[config.mk]
export PLATFORM = sky130hd
export DESIGN_NAME = osc_select_clock_config
export DESIGN_NICKNAME = d
export VERILOG_FILES = /design/src/logic/clkcfg_pkg.sv /design/src/logic/osc_select_clock_config.sv /design/src/logic/resume_timer.sv
export SDC_FILE = /design/constraint.sdc
export NUM_CORES = 1
export LEC_CHECK = 0
export BUFFER_PORTS_ARGS = -buffer_cell sky130_fd_sc_hd__buf_2
export CORE_ASPECT_RATIO = 0.6
export CORE_MARGIN = 2
export CORE_UTILIZATION = 60
export DETAILED_ROUTE_END_ITERATION = 8
export PLACE_DENSITY = 0.91
export SETUP_SLACK_MARGIN = 0.05
export SLEW_MARGIN = 10
export SYNTH_ARGS = -nofsm -noshare
export SYNTH_HDL_FRONTEND = slang
export SYNTH_SLANG_ARGS = --single-unit
[constraint.sdc]
create_clock -name i_clk_sys -period 6.3 [get_ports i_clk_sys]
set_clock_uncertainty 0.05 [all_clocks]
set_input_delay 0.315 -clock i_clk_sys [delete_from_list [all_inputs] [get_ports i_clk_sys]]
set_output_delay 0.315 -clock i_clk_sys [all_outputs]
set_load 0.02 [all_outputs]
[src/logic/clkcfg_pkg.sv]
// Package for the clock source selection and configuration block.
// Assumes a 20 MHz system clock; the oscillators themselves are analogue.
package clkcfg_pkg;

   // ****************************************
   // Register map and fields
   // ****************************************
   localparam logic [7:0] ADDR_CLOCK_CONFIGURATION = 8'hf8;
   localparam logic [7:0] CLOCK_CONFIGURATION_RESET = 8'h00;
   localparam logic [7:0] CLOCK_CONFIGURATION_WMASK = 8'hff;
   localparam int BIT_EXT_OSC_EN = 0;
   localparam int BIT_INT_CLK_OUT_DIS = 1;
   localparam int BIT_PRECISION_USB = 2;
   localparam int BIT_LVR_DIS = 3;
   localparam int BIT_WAKE_ADJ_LO = 4;
   localparam int BIT_RESUME_DELAY = 7;
   localparam int AUX_INPUT_BIT = 1;

   // ****************************************
   // Timing
   // ****************************************
   localparam int CLK_MHZ = 20;
   localparam int INT_OSC_MHZ = 6;
   localparam int DELAY_SHORT_US = 128;
   localparam int DELAY_LONG_MS = 4;
   localparam int DELAY_INT_WAKE_US = 8;
   localparam int OSC_START_INT_US = 1;
   localparam int DELAY_SHORT_CYC = DELAY_SHORT_US * CLK_MHZ;
   localparam int DELAY_LONG_CYC = DELAY_LONG_MS * 1000 * CLK_MHZ;
   localparam int DELAY_INT_WAKE_CYC = DELAY_INT_WAKE_US * CLK_MHZ;
   localparam int OSC_START_INT_CYC = OSC_START_INT_US * CLK_MHZ;
   localparam int CNT_W = 17;

   // ****************************************
   // Types
   // ****************************************
   typedef enum logic [4:0] {
      ST_INT_RUN = 5'b00001,
      ST_EXT_START = 5'b00010,
      ST_EXT_DELAY = 5'b00100,
      ST_EXT_RUN = 5'b01000,
      ST_SUSPEND = 5'b10000
   } clk_state_type;

   typedef struct packed {
      logic rd;
      logic wr;
      logic [7:0] addr;
      logic [7:0] wdata;
   } io_req_type;

   typedef struct packed {
      logic ext_osc_en;
      logic int_osc_en;
      logic use_ext_clk;
      logic cpu_halt;
      logic precision_tune;
   } clk_ctl_type;

endpackage

[src/logic/osc_select_clock_config.sv]
// Clock source selection and clock configuration register.
// Assumes the reset sources and suspend/wake events arrive as one-cycle
// pulses on the system clock; oscillator stable flag arrives from a pin.
`timescale 1ns/1ns

// Operation
// - Writing ext enable starts switch to external; repeat writes start nothing.
// - Clearing ext enable takes effect only at suspend wake.
// - Ext enable zero: osc input is pulled-down input, read at aux bit 1.
// - Output disable drives osc output high; ignored in external mode.
// - Precision USB bit tunes internal oscillator; ignored in external mode.
// - Low-voltage reset disable bit turns off the low-voltage reset circuit.
// - Wake-up timer adjust bits go to the wake-up timer.
// - Resume delay bit: 128 us when zero, 4 ms when one.
// - Internal-oscillator wake releases CPU after 1 us start plus 8 us.
// - Register resets to zero; every bit position holds a field.
// - Power-up runs internal clock, buffered to osc output by default.
// - Switch stops internal clock, enables external, re-enables when stable.
// - CPU halted through switch until stable and delay expired.
// - Osc input level never raises CPU interrupts.
// - Internal oscillator gives nominal 6 MHz with no external parts.
// - Register decoded at I/O address 0xF8.
// - Watchdog reset clears ext enable but keeps clock mode.
// - Low-voltage or brown-out reset forces internal mode immediately.
module osc_select_clock_config
   import clkcfg_pkg::*;
(
   // Clock and reset
   input wire logic i_clk_sys,
   input wire logic i_rst,
   // Reset sources
   input wire logic i_watchdog_reset,
   input wire logic i_brownout_reset,
   // I/O instruction port
   input wire logic i_io_rd,
   input wire logic i_io_wr,
   input wire logic [7:0] i_io_addr,
   input wire logic [7:0] i_io_wdata,
   output logic [7:0] o_io_rdata,
   output logic o_io_hit,
   // Suspend control
   input wire logic i_suspend_enter,
   input wire logic i_wake,
   // Oscillator pins and status
   input wire logic i_osc_in_pin,
   input wire logic i_ext_osc_stable,
   output logic o_osc_out_pin,
   output logic o_osc_in_pulldown,
   output logic o_aux_input_bit1,
   // Clock control
   output clk_ctl_type o_clk_ctl,
   output logic o_low_voltage_reset_en,
   output logic [2:0] o_wake_adjust
);

   // ****************************************
   // Register and decode
   // ****************************************
   logic [7:0] clock_configuration;
   wire [7:0] next_clock_configuration;
   clk_state_type state;
   clk_state_type next_state;
   io_req_type req;
   logic osc_in_meta;
   logic osc_in_sync;
   logic stable_meta;
   logic stable_sync;
   logic int_clk_div;
   logic [1:0] div_cnt;
   logic wake_int_pending;
   logic [4:0] int_start_cnt;

   assign req = '{rd: i_io_rd, wr: i_io_wr, addr: i_io_addr, wdata: i_io_wdata};
   wire sel_cfg = (req.addr == ADDR_CLOCK_CONFIGURATION);
   wire cfg_wr = req.wr && sel_cfg;
   wire cfg_rd = req.rd && sel_cfg;
   wire cfg_access = cfg_rd || cfg_wr;
   // Reset sources only ever clear the enable bit
   wire clear_ext_en = i_watchdog_reset || i_brownout_reset;
   // Only positions with a function are stored
   wire [7:0] write_value = req.wdata & CLOCK_CONFIGURATION_WMASK;

   // ****************************************
   // Register fields
   // ****************************************
   wire ext_en = clock_configuration[BIT_EXT_OSC_EN];
   wire out_dis = clock_configuration[BIT_INT_CLK_OUT_DIS];
   wire precision_en = clock_configuration[BIT_PRECISION_USB];
   wire lvr_dis = clock_configuration[BIT_LVR_DIS];
   wire [2:0] wake_adj = clock_configuration[BIT_WAKE_ADJ_LO +: 3];
   wire resume_long = clock_configuration[BIT_RESUME_DELAY];
   wire ext_mode = (state != ST_INT_RUN) && !(state == ST_SUSPEND && !ext_en);
   wire in_ext = (state == ST_EXT_START) || (state == ST_EXT_DELAY) || (state == ST_EXT_RUN);
   // Rising edge only; a rewrite of one while set is no new switch
   wire ext_rise = cfg_wr && req.wdata[BIT_EXT_OSC_EN] && !ext_en;

   // ****************************************
   // Register next value
   // ****************************************
   // Reset-source clear of the enable bit beats a same-cycle write
   for (genvar b = 0; b < 8; b++) begin : g_cfg_bit
      if (b == BIT_EXT_OSC_EN) begin : g_enable
         assign next_clock_configuration[b] = clear_ext_en ? 1'b0
                                            : cfg_wr ? write_value[b]
                                            : clock_configuration[b];
      end else begin : g_field
         assign next_clock_configuration[b] = cfg_wr ? write_value[b]
                                            : clock_configuration[b];
      end
   end

   always_ff @(posedge i_clk_sys) begin
      if (i_rst) begin
         clock_configuration <= CLOCK_CONFIGURATION_RESET;
      end else begin
         clock_configuration <= next_clock_configuration;
      end
   end

   // ****************************************
   // Pin synchronisers
   // ****************************************
   always_ff @(posedge i_clk_sys) begin
      if (i_rst) begin
         osc_in_meta <= 1'b0;
         osc_in_sync <= 1'b0;
         stable_meta <= 1'b0;
         stable_sync <= 1'b0;
      end else begin
         osc_in_meta <= i_osc_in_pin;
         osc_in_sync <= osc_in_meta;
         stable_meta <= i_ext_osc_stable;
         stable_sync <= stable_meta;
      end
   end

   // ****************************************
   // Source selection sequence
   // ****************************************
   logic timer_start;
   logic timer_done;
   logic [CNT_W-1:0] timer_load;
   wire int_started = wake_int_pending && (int_start_cnt == 5'(OSC_START_INT_CYC - 1));

   always_comb begin
      next_state = state;
      timer_start = 1'b0;
      timer_load = resume_long ? CNT_W'(DELAY_LONG_CYC)
                               : CNT_W'(DELAY_SHORT_CYC);
      case (state)
         ST_INT_RUN: begin
            if (ext_rise) begin
               next_state = ST_EXT_START;
            end else if (i_suspend_enter) begin
               next_state = ST_SUSPEND;
            end
         end
         ST_EXT_START: begin
            if (stable_sync) begin
               next_state = ST_EXT_DELAY;
               timer_start = 1'b1;
            end
         end
         ST_EXT_DELAY: begin
            if (timer_done) begin
               next_state = ST_EXT_RUN;
            end
         end
         ST_EXT_RUN: begin
            if (i_suspend_enter) begin
               next_state = ST_SUSPEND;
            end
         end
         ST_SUSPEND: begin
            if (i_wake && ext_en) begin
               next_state = ST_EXT_START;
            end else if (int_started) begin
               timer_load = CNT_W'(DELAY_INT_WAKE_CYC);
               timer_start = 1'b1;
            end else if (timer_done) begin
               next_state = ST_INT_RUN;
            end
         end
         default: next_state = ST_INT_RUN;
      endcase
      if (i_brownout_reset) begin
         next_state = ST_INT_RUN;
         timer_start = 1'b0;
      end
   end

   always_ff @(posedge i_clk_sys) begin
      if (i_rst) begin
         state <= ST_INT_RUN;
      end else begin
         state <= next_state;
      end
   end

   // Internal oscillator start-up window after wake
   always_ff @(posedge i_clk_sys) begin
      if (i_rst || i_brownout_reset || int_started) begin
         wake_int_pending <= 1'b0;
         int_start_cnt <= '0;
      end else if (state == ST_SUSPEND && i_wake && !ext_en) begin
         wake_int_pending <= 1'b1;
      end else if (wake_int_pending) begin
         int_start_cnt <= int_start_cnt + 5'd1;
      end
   end

   resume_timer u_resume_timer (
      .i_clk_sys(i_clk_sys),
      .i_rst(i_rst || i_brownout_reset),
      .i_start(timer_start),
      .i_load(timer_load),
      .o_done(timer_done)
   );

   // ****************************************
   // Internal clock image on the output pin
   // ****************************************
   // Nominal 6 MHz internal clock imaged by a divide-by-6 of the system clock, about 3.3 MHz
   always_ff @(posedge i_clk_sys) begin
      if (i_rst) begin
         div_cnt <= '0;
         int_clk_div <= 1'b0;
      end else begin
         div_cnt <= (div_cnt == 2'd2) ? 2'd0 : div_cnt + 2'd1;
         if (div_cnt == 2'd2) begin
            int_clk_div <= ~int_clk_div;
         end
      end
   end

   wire int_active = !in_ext && (state != ST_SUSPEND);
   wire next_osc_out = !int_active ? 1'b0
                     : out_dis ? 1'b1
                     : int_clk_div;
   clk_ctl_type next_ctl;
   assign next_ctl.ext_osc_en = in_ext || (state == ST_SUSPEND && ext_en && i_wake);
   assign next_ctl.int_osc_en = int_active || wake_int_pending;
   assign next_ctl.use_ext_clk = (state == ST_EXT_DELAY) || (state == ST_EXT_RUN);
   assign next_ctl.cpu_halt = (state != ST_INT_RUN) && (state != ST_EXT_RUN);
   assign next_ctl.precision_tune = precision_en && !ext_mode;

   // ****************************************
   // I/O read port
   // ****************************************
   // Other addresses read as zero so the shared read bus stays clean
   wire [7:0] next_rdata = cfg_rd ? clock_configuration : 8'h00;

   always_ff @(posedge i_clk_sys) begin
      if (i_rst) begin
         o_io_rdata <= 8'h00;
         o_io_hit <= 1'b0;
      end else begin
         o_io_rdata <= next_rdata;
         o_io_hit <= cfg_access;
      end
   end

   // ****************************************
   // Pin outputs
   // ****************************************
   always_ff @(posedge i_clk_sys) begin
      if (i_rst) begin
         o_osc_out_pin <= 1'b0;
         o_osc_in_pulldown <= 1'b1;
         o_aux_input_bit1 <= 1'b0;
      end else begin
         o_osc_out_pin <= next_osc_out;
         o_osc_in_pulldown <= !ext_en;
         // Plain data only; never routed to interrupt logic
         o_aux_input_bit1 <= !ext_en && osc_in_sync;
      end
   end

   // ****************************************
   // Control outputs
   // ****************************************
   always_ff @(posedge i_clk_sys) begin
      if (i_rst) begin
         o_clk_ctl <= '0;
      end else begin
         o_clk_ctl <= next_ctl;
      end
   end

   // ****************************************
   // Configuration outputs
   // ****************************************
   always_ff @(posedge i_clk_sys) begin
      if (i_rst) begin
         o_low_voltage_reset_en <= 1'b1;
         o_wake_adjust <= 3'h0;
      end else begin
         o_low_voltage_reset_en <= !lvr_dis;
         o_wake_adjust <= wake_adj;
      end
   end

endmodule

[src/logic/resume_timer.sv]
// Resume delay counter.
// Assumes start is a one-cycle pulse; the load value is sampled only at start.
`timescale 1ns/1ns
module resume_timer
   import clkcfg_pkg::*;
(
   // Clock and reset
   input wire logic i_clk_sys,
   input wire logic i_rst,
   // Control
   input wire logic i_start,
   input wire logic [CNT_W-1:0] i_load,
   // Status
   output logic o_done
);

   logic [CNT_W-1:0] count;
   logic running;
   wire last = running && (count == {CNT_W{1'b0}});

   always_ff @(posedge i_clk_sys) begin
      if (i_rst || last) begin
         running <= 1'b0;
         count <= '0;
      end else if (i_start) begin
         running <= 1'b1;
         count <= i_load - CNT_W'(1);
      end else if (running) begin
         count <= count - CNT_W'(1);
      end
   end

   always_ff @(posedge i_clk_sys) begin
      if (i_rst) begin
         o_done <= 1'b0;
      end else begin
         o_done <= last;
      end
   end

endmodule

==> impl_results.md, run 1 <==
* Met3 usage at 0.1498
* GR Overflow Total at 0
* Die Y at 58.71 µm
* Max transition margin at 0.2726
* First-pass iteration count of the detailed router at 6
* Die area at 0.005588 mm²
* Most Crowded Layer GR: met1
* Tcrit/Tclk final at 0.5912
* Cell taking the most area after synthesis: dfxtp_1
* Worst-path cell chain: nor3b_4 > and4_1 > nor2_1 > nand2_1 > ha_1 > and4b_1 > nand4_1 > a211oi_1 > a311oi_1 > a21o_1
* Placed insts at 422
* Main combinational cell family by area after synthesis: simple AND/OR/NAND/NOR gates
* Filler cell count at 347
* First DRT Iteration DRCs at 305
* Dpl hpwl at 5733 µm
* RSZ-0062 raised after global routing: no
* Routed len/inst at 18.36 µm
* Synth Area in Compound Gates at 0.1998
* Hold_buf cts at 0
* Synth Area in Adders at 0.01254
* Most frequent cell after synthesis: dfxtp_1
* Clk Latency, worst-skew pair at 360 ps
* Post-CTS Setup Bufs at 0
* Synth Cell Area at 0.002993 mm²
* Worst hold start: i_watchdog_reset
* Top cell type's share of synthesized area at 0.4415
* Max stage delay cell, worst path: a211oi_1
* WHS Path Cells at 2
* Inserted Diodes at 0
* Sequential share of the synthesized area at 0.4415
* Power density cells at 253.5 mW/mm²
* Final count of negative-setup-slack endpoints at 0
* CTS tree: done
* R2r endpoint: u_resume_timer.count[14]
* YS warnings at 0
* Post-Synth XOR/XNOR Area at 0.03219
* Minimum clock period at 3725 ps
* Hold Fails Final Rpt at 0
* Slowest cell delay on critical path at 590 ps
* Area contributors post-synth: dfxtp_1 (44%), a21oi_1 (3.7%), nor2_1 (3.5%)
* Initial antenna violation count at 0
* Total of max-cap violations at 0
* Initial Util at 0.6391
* Layout Nets at 399
* # clock sinks at 66
* Die Wd at 95.18 µm
* Mux contribution to synthesized area at 0.01672
* Worst Tran Pin Value at 1083 ps
* WL final at 8042 µm
* FFs w/ async S/R, synth at 0
* Port Buffers at 46
* Simple-gate area share of the yosys netlist at 0.2667
* CP Class: reg -> reg
* GRT Overall Usage at 0.3068
* HP Class: in -> reg
* Main synth FF type: dfxtp_1
* Largest net degree at the start of global routing at 32
* Area growth syn-to-layout at 15.84%
* WP buf/inv at 0
* Critical path required time at 6500 ps
* Post-detailed-route DRC marker count at 0
* Worst-path clk slew at 80 ps
* Crit path max fanout at 12
* Number of synthesized flops with an enable pin at 0
* Multi-input logic area at 0.001580 mm²
* Hold EP: clock_configuration[0]
* First-pass GRT wire length at 12710 µm
* R2r startpoint: state[4]
* CTS root buf: clkbuf_8
* DR vias at 2867
* Core Util, Final at 0.7403
* Synth top cells by count: dfxtp_1 (66), nor2_1 (28), a21oi_1 (22)
* Cell variety after synth at 68
* Startpoint types: register
* H-tree depth at 3
* Fin cells at 438
* Gpl congestion at 1.081
* DR vias/cell at 6.546
* Rows at 19
* Met1 Track Usage GR at 0.4442
* CORE AREA at 0.004683 mm²
* Syn_nets at 355
* Post-Synthesis Cells at 326
* Worst vdd ir at 0.0001702 V
* # IOs at 47
* Synth Register Bits at 66
* Status: finished, final reports clean
* CP Launch Point: state[4]
* Leak at 1.395 nW
* Max-slew violation count at 0
* Seq. cell area at 0.001321 mm²
* Max Clk Rate at 268.5 MHz
* CTS Buf Count at 9
* Number of global-route vias before repair at 2518
* Share of layout cells above drive strength 1 at 0.2027
* Remaining antenna violation count at 0
* FF-to-FF path depth at 10
* WP data arrival at 3930 ps
* Setup tns final at 0 ps
* Synth Area per Inst at 9.181 µm²
* R2R Setup Slk at 2580 ps
* CTS resizes at 0
* Top delay family on crit path: simple AND/OR/NAND/NOR gates
* Crit end category: register
* Clock buffer depth at 2
* GRT met2 Usage at 0.4044
## layout make-up
type / instances / share of cell area
Clock inverter: 6 / 0.02562
Sequential cell: 66 / 0.3811
Timing Repair Buffer: 46 / 0.06640
Multi-Input combinational cell: 239 / 0.4558
Inverter: 8 / 0.008661
Clock buffer: 10 / 0.03970
Tap cell: 63 / 0.02274
## cell usage in the layout (no fill, tap or decap), types with 8 or more instances in the layout
master,Yosys,routed
nor3_1,13,13
o21ai_0,8,8
buf_2,4,46
nor2b_1,8,8
clkbuf_8,0,10
a21oi_1,22,22
inv_1,8,8
nor2_1,28,28
nand2_1,20,20
nand2b_1,10,10
dfxtp_1,66,66
## cell families after synthesis
logic type / count (synthesis)
xor gates and xnor gates: 11
adders and majority gates: 3
AOI/OAI and AO/OA: 82
buffers and inverters: 21
DFF: 66
and+or+nand+nor: 138
muxes: 5
## sequential cells by signal, summed over array words and instances, names as in the netlist, 2 cells and up
name                  cells
u_resume_timer.count     17
clock_configuration       8
o_io_rdata                8
int_start_cnt             5
o_clk_ctl                 5
state                     5
o_wake_adjust             3
div_cnt                   2
## per-stage QoR
stage	hold slack, ps	setup WS, ps	instance area, µm²	power, mW
after detailed placement	361.4	2714	3241	0.4797
after floorplan	342.8	3291	2993	0.4636
after global routing	65.49	2289	3467	0.9031
after global placement	352.0	2877	3241	0.4777
after CTS	72.37	2670	3467	0.8782
final	76.73	2575	3467	0.8788
## worst max path at each step
stage | endpoint | slack [ps] | cells after the start
6_report | u_resume_timer.count[14] | 2580 | 10
5_1_grt | u_resume_timer.count[16] | 2290 | 10
4_1_cts | u_resume_timer.count[16] | 2670 | 10
3_5_place_dp | u_resume_timer.count[16] | 2710 | 10
3_3_place_gp | u_resume_timer.count[14] | 2880 | 10
2_1_floorplan | u_resume_timer.count[14] | 3290 | 13
## metal layers
layer / vias to the layer above / part of all wire
met1: 1359 / 0.45
met5: - / 0
li1: 1302 / -
met2: 185 / 0.41
met3: 21 / 0.12
met4: 0 / 0.016
## power breakdown
group	internal (mW)	leakage, nW	switching, mW
combinational	0.0178	0.752	0.0253
clock	0.234	0.109	0.173
sequential	0.424	0.534	0.00407
total	0.676	1.39	0.203
No activity file was read; power rests on OpenSTA's default activity.
==> run 2, diff against run 1 <==
Settings changed: ABC_AREA set to 1, CORE_UTILIZATION 60 to 56, PLACE_DENSITY 0.91 to 0.86.
Clock period 6.3 ns to 3.8 ns, I/O delays scaled along.
==> impl_results.md, run 2 <==
* Gpl congestion at 0.9313
* Port Buffers at 46
* Synth top cells by count: inv_1 (67), dfxtp_1 (66), nand2_1 (58)
* Max FFs per register at 17
* CP Class: reg -> reg
* YS warnings at 0
* Synth Area per Inst at 7.539 µm²
* Rows at 20
* Number of synthesized flops with an enable pin at 0
* Max Clk Rate at 359.8 MHz
* Leak at 1.665 nW
* Biggest regs: u_resume_timer.count x17, clock_configuration x8, o_io_rdata x8
* FF-to-FF path depth at 15
* Biggest register: u_resume_timer.count
* CTS root buf: clkbuf_8
* Dpl hpwl at 4891 µm
* Startpoint types: register
* Clock buffer depth at 2
* Fin cells at 517
* Main synth FF type: dfxtp_1
* Inserted Diodes at 0
* Total power at 1.425 mW
* DR vias at 2705
* Crit end category: register
* Final count of negative-setup-slack endpoints at 0
* CP Launch Point: int_start_cnt[0]
* Post-Synthesis Cells at 392
* H-tree depth at 3
* Tcrit/Tclk final at 0.7313
* # clock sinks at 66
* Most frequent cell after synthesis: inv_1
* Syn_nets at 421
* Routed len/inst at 13.31 µm
* Worst vdd ir at 0.0003323 V
* RSZ-0062 raised after global routing: no
* Status: finished, final reports clean
* Max-slew violation count at 0
* Minimum clock period at 2779 ps
* Area growth syn-to-layout at 17.61%
* Cell variety after synth at 39
* WP data arrival at 2960 ps
* Multi-input logic area at 0.001320 mm²
* Die Y at 60.27 µm
* First-pass iteration count of the detailed router at 5
* Most common cell after layout, fill and taps aside: inv_1
* Synth Register Bits at 66
* Worst hold start: i_io_wdata[4]
* DR vias/cell at 5.232
* Largest net degree at the start of global routing at 18
* Share of layout cells above drive strength 1 at 0.2084
* Post-detailed-route DRC marker count at 0
* Total of max-cap violations at 0
* HP Class: in -> reg
* Sequential share of the synthesized area at 0.4471
* Placed insts at 498
* GR Overflow Total at 0
* Top cell type's share of synthesized area at 0.4471
* Power density cells at 410.0 mW/mm²
* Max transition margin at 0.5934
* Die area at 0.005894 mm²
* Die Wd at 97.79 µm
* Most frequent cells in the layout: inv_1 (67), dfxtp_1 (66), nand2_1 (58)
* R2r startpoint: int_start_cnt[0]
* WHS Path Cells at 3
* GRT Overall Usage at 0.2534
* WL final at 6881 µm
* Post-route cell area at 0.003476 mm²
* Number of global-route vias before repair at 2406
* Seq. cell area at 0.001321 mm²
* Crit path max fanout at 12
* CORE AREA at 0.005080 mm²
* Area of placed instances at 0.003228 mm²
* Remaining antenna violation count at 0
* Setup tns final at 0 ps
* First DRT Iteration DRCs at 199
* Layout Nets at 475
* Clk Latency, worst-skew pair at 350 ps
* First-pass GRT wire length at 11420 µm
* Critical path required time at 3990 ps
* # IOs at 47
* Cell taking the most area after synthesis: dfxtp_1
* CTS Buf Count at 9
* FFs w/ async S/R, synth at 0
* CTS resizes at 0
* Worst Tran Pin Value at 604.3 ps
* Synth Cell Area at 0.002955 mm²
* Area contributors post-synth: dfxtp_1 (45%), inv_1 (8.5%), nand2_1 (7.4%)
* Initial antenna violation count at 0
* Filler cell count at 389
* Worst-path clk slew at 80 ps
* Initial Util at 0.5818
* Hold Fails Final Rpt at 0
* CTS tree: done
run 2: cell types whose count changed after synthesis, sizes merged, moves of 6 or more:
cell / before / now
inv: 8 / 72
nand2: 20 / 64
nor2: 29 / 62
nand3: 7 / 28
o21ai: 9 / 23
nand2b: 10 / 0
nor2b: 8 / 0
a211oi: 7 / 1
nor3b: 8 / 2
or3: 6 / 0
run 2: routing by layer:
layer	track usage	wire length, µm
met1	0.3396	3284
met3	0.05848	472
met4	0.1071	112
met2	0.4020	3010
met5	0	0
run 2: critical path: stages (launching register included):
cell     delay, ps
dfxtp_1        370
ha_1           190
nand3_1        110
nor2_1         240
nand4_4        320
nand2_4        190
inv_2           80
nand2_1        100
ha_1           170
inv_1           70
nor2_1         170
nand3_2        110
nor2_4         170
nand3_1        110
xnor2_1        160
nor2_1          50
run 2: final timing paths:
check / to / slack (ps)
setup reg to reg: u_resume_timer.count[10] / 1020
hold reg to reg: osc_in_sync / 350
setup / recovery: u_resume_timer.count[10] / 1020
hold / removal: clock_configuration[4] / 30
run 2: where the power goes:
part,leakage [nW],internal (mW),switching [mW]
clock network,0.107,0.372,0.277
registers,0.534,0.704,0.00627
logic,1.02,0.0272,0.0393
total,1.66,1.10,0.322
run 2: area by class of cell:
class | instances | share of cell area
tap | 66 | 0.02376
multi-input combinational | 247 | 0.3798
clock inverter | 6 | 0.02592
sequential | 66 | 0.3801
clock buffer | 10 | 0.03672
inverter | 73 | 0.07883
timing repair buffer | 49 | 0.07487
run 2: timing repair:
item,4_1_cts,5_1_grt
setup buffers,0,0
endpoints found under the hold margin,3,0
hold buffers,3,0
run 2: stage by stage:
stage,util,setup slack (ps),hold slack [ps]
floorplan,-,1613,218.5
global placement,0.6355,1238,313.2
detailed placement,0.6355,1090,306.0
CTS,0.6842,1076,25.12
global route,0.6842,793.3,39.78
finish,0.6842,1021,27.20
run 2: kinds of logic after synthesis:
| group | share of synthesized area |
|---|---|
| AOI/OAI and AO/OA | 0.09908 |
| DFF | 0.4471 |
| xor gates and xnor gates | 0.008892 |
| and+or+nand+nor | 0.3260 |
| buffers and inverters | 0.1063 |
| adders and majority gates | 0.01270 |
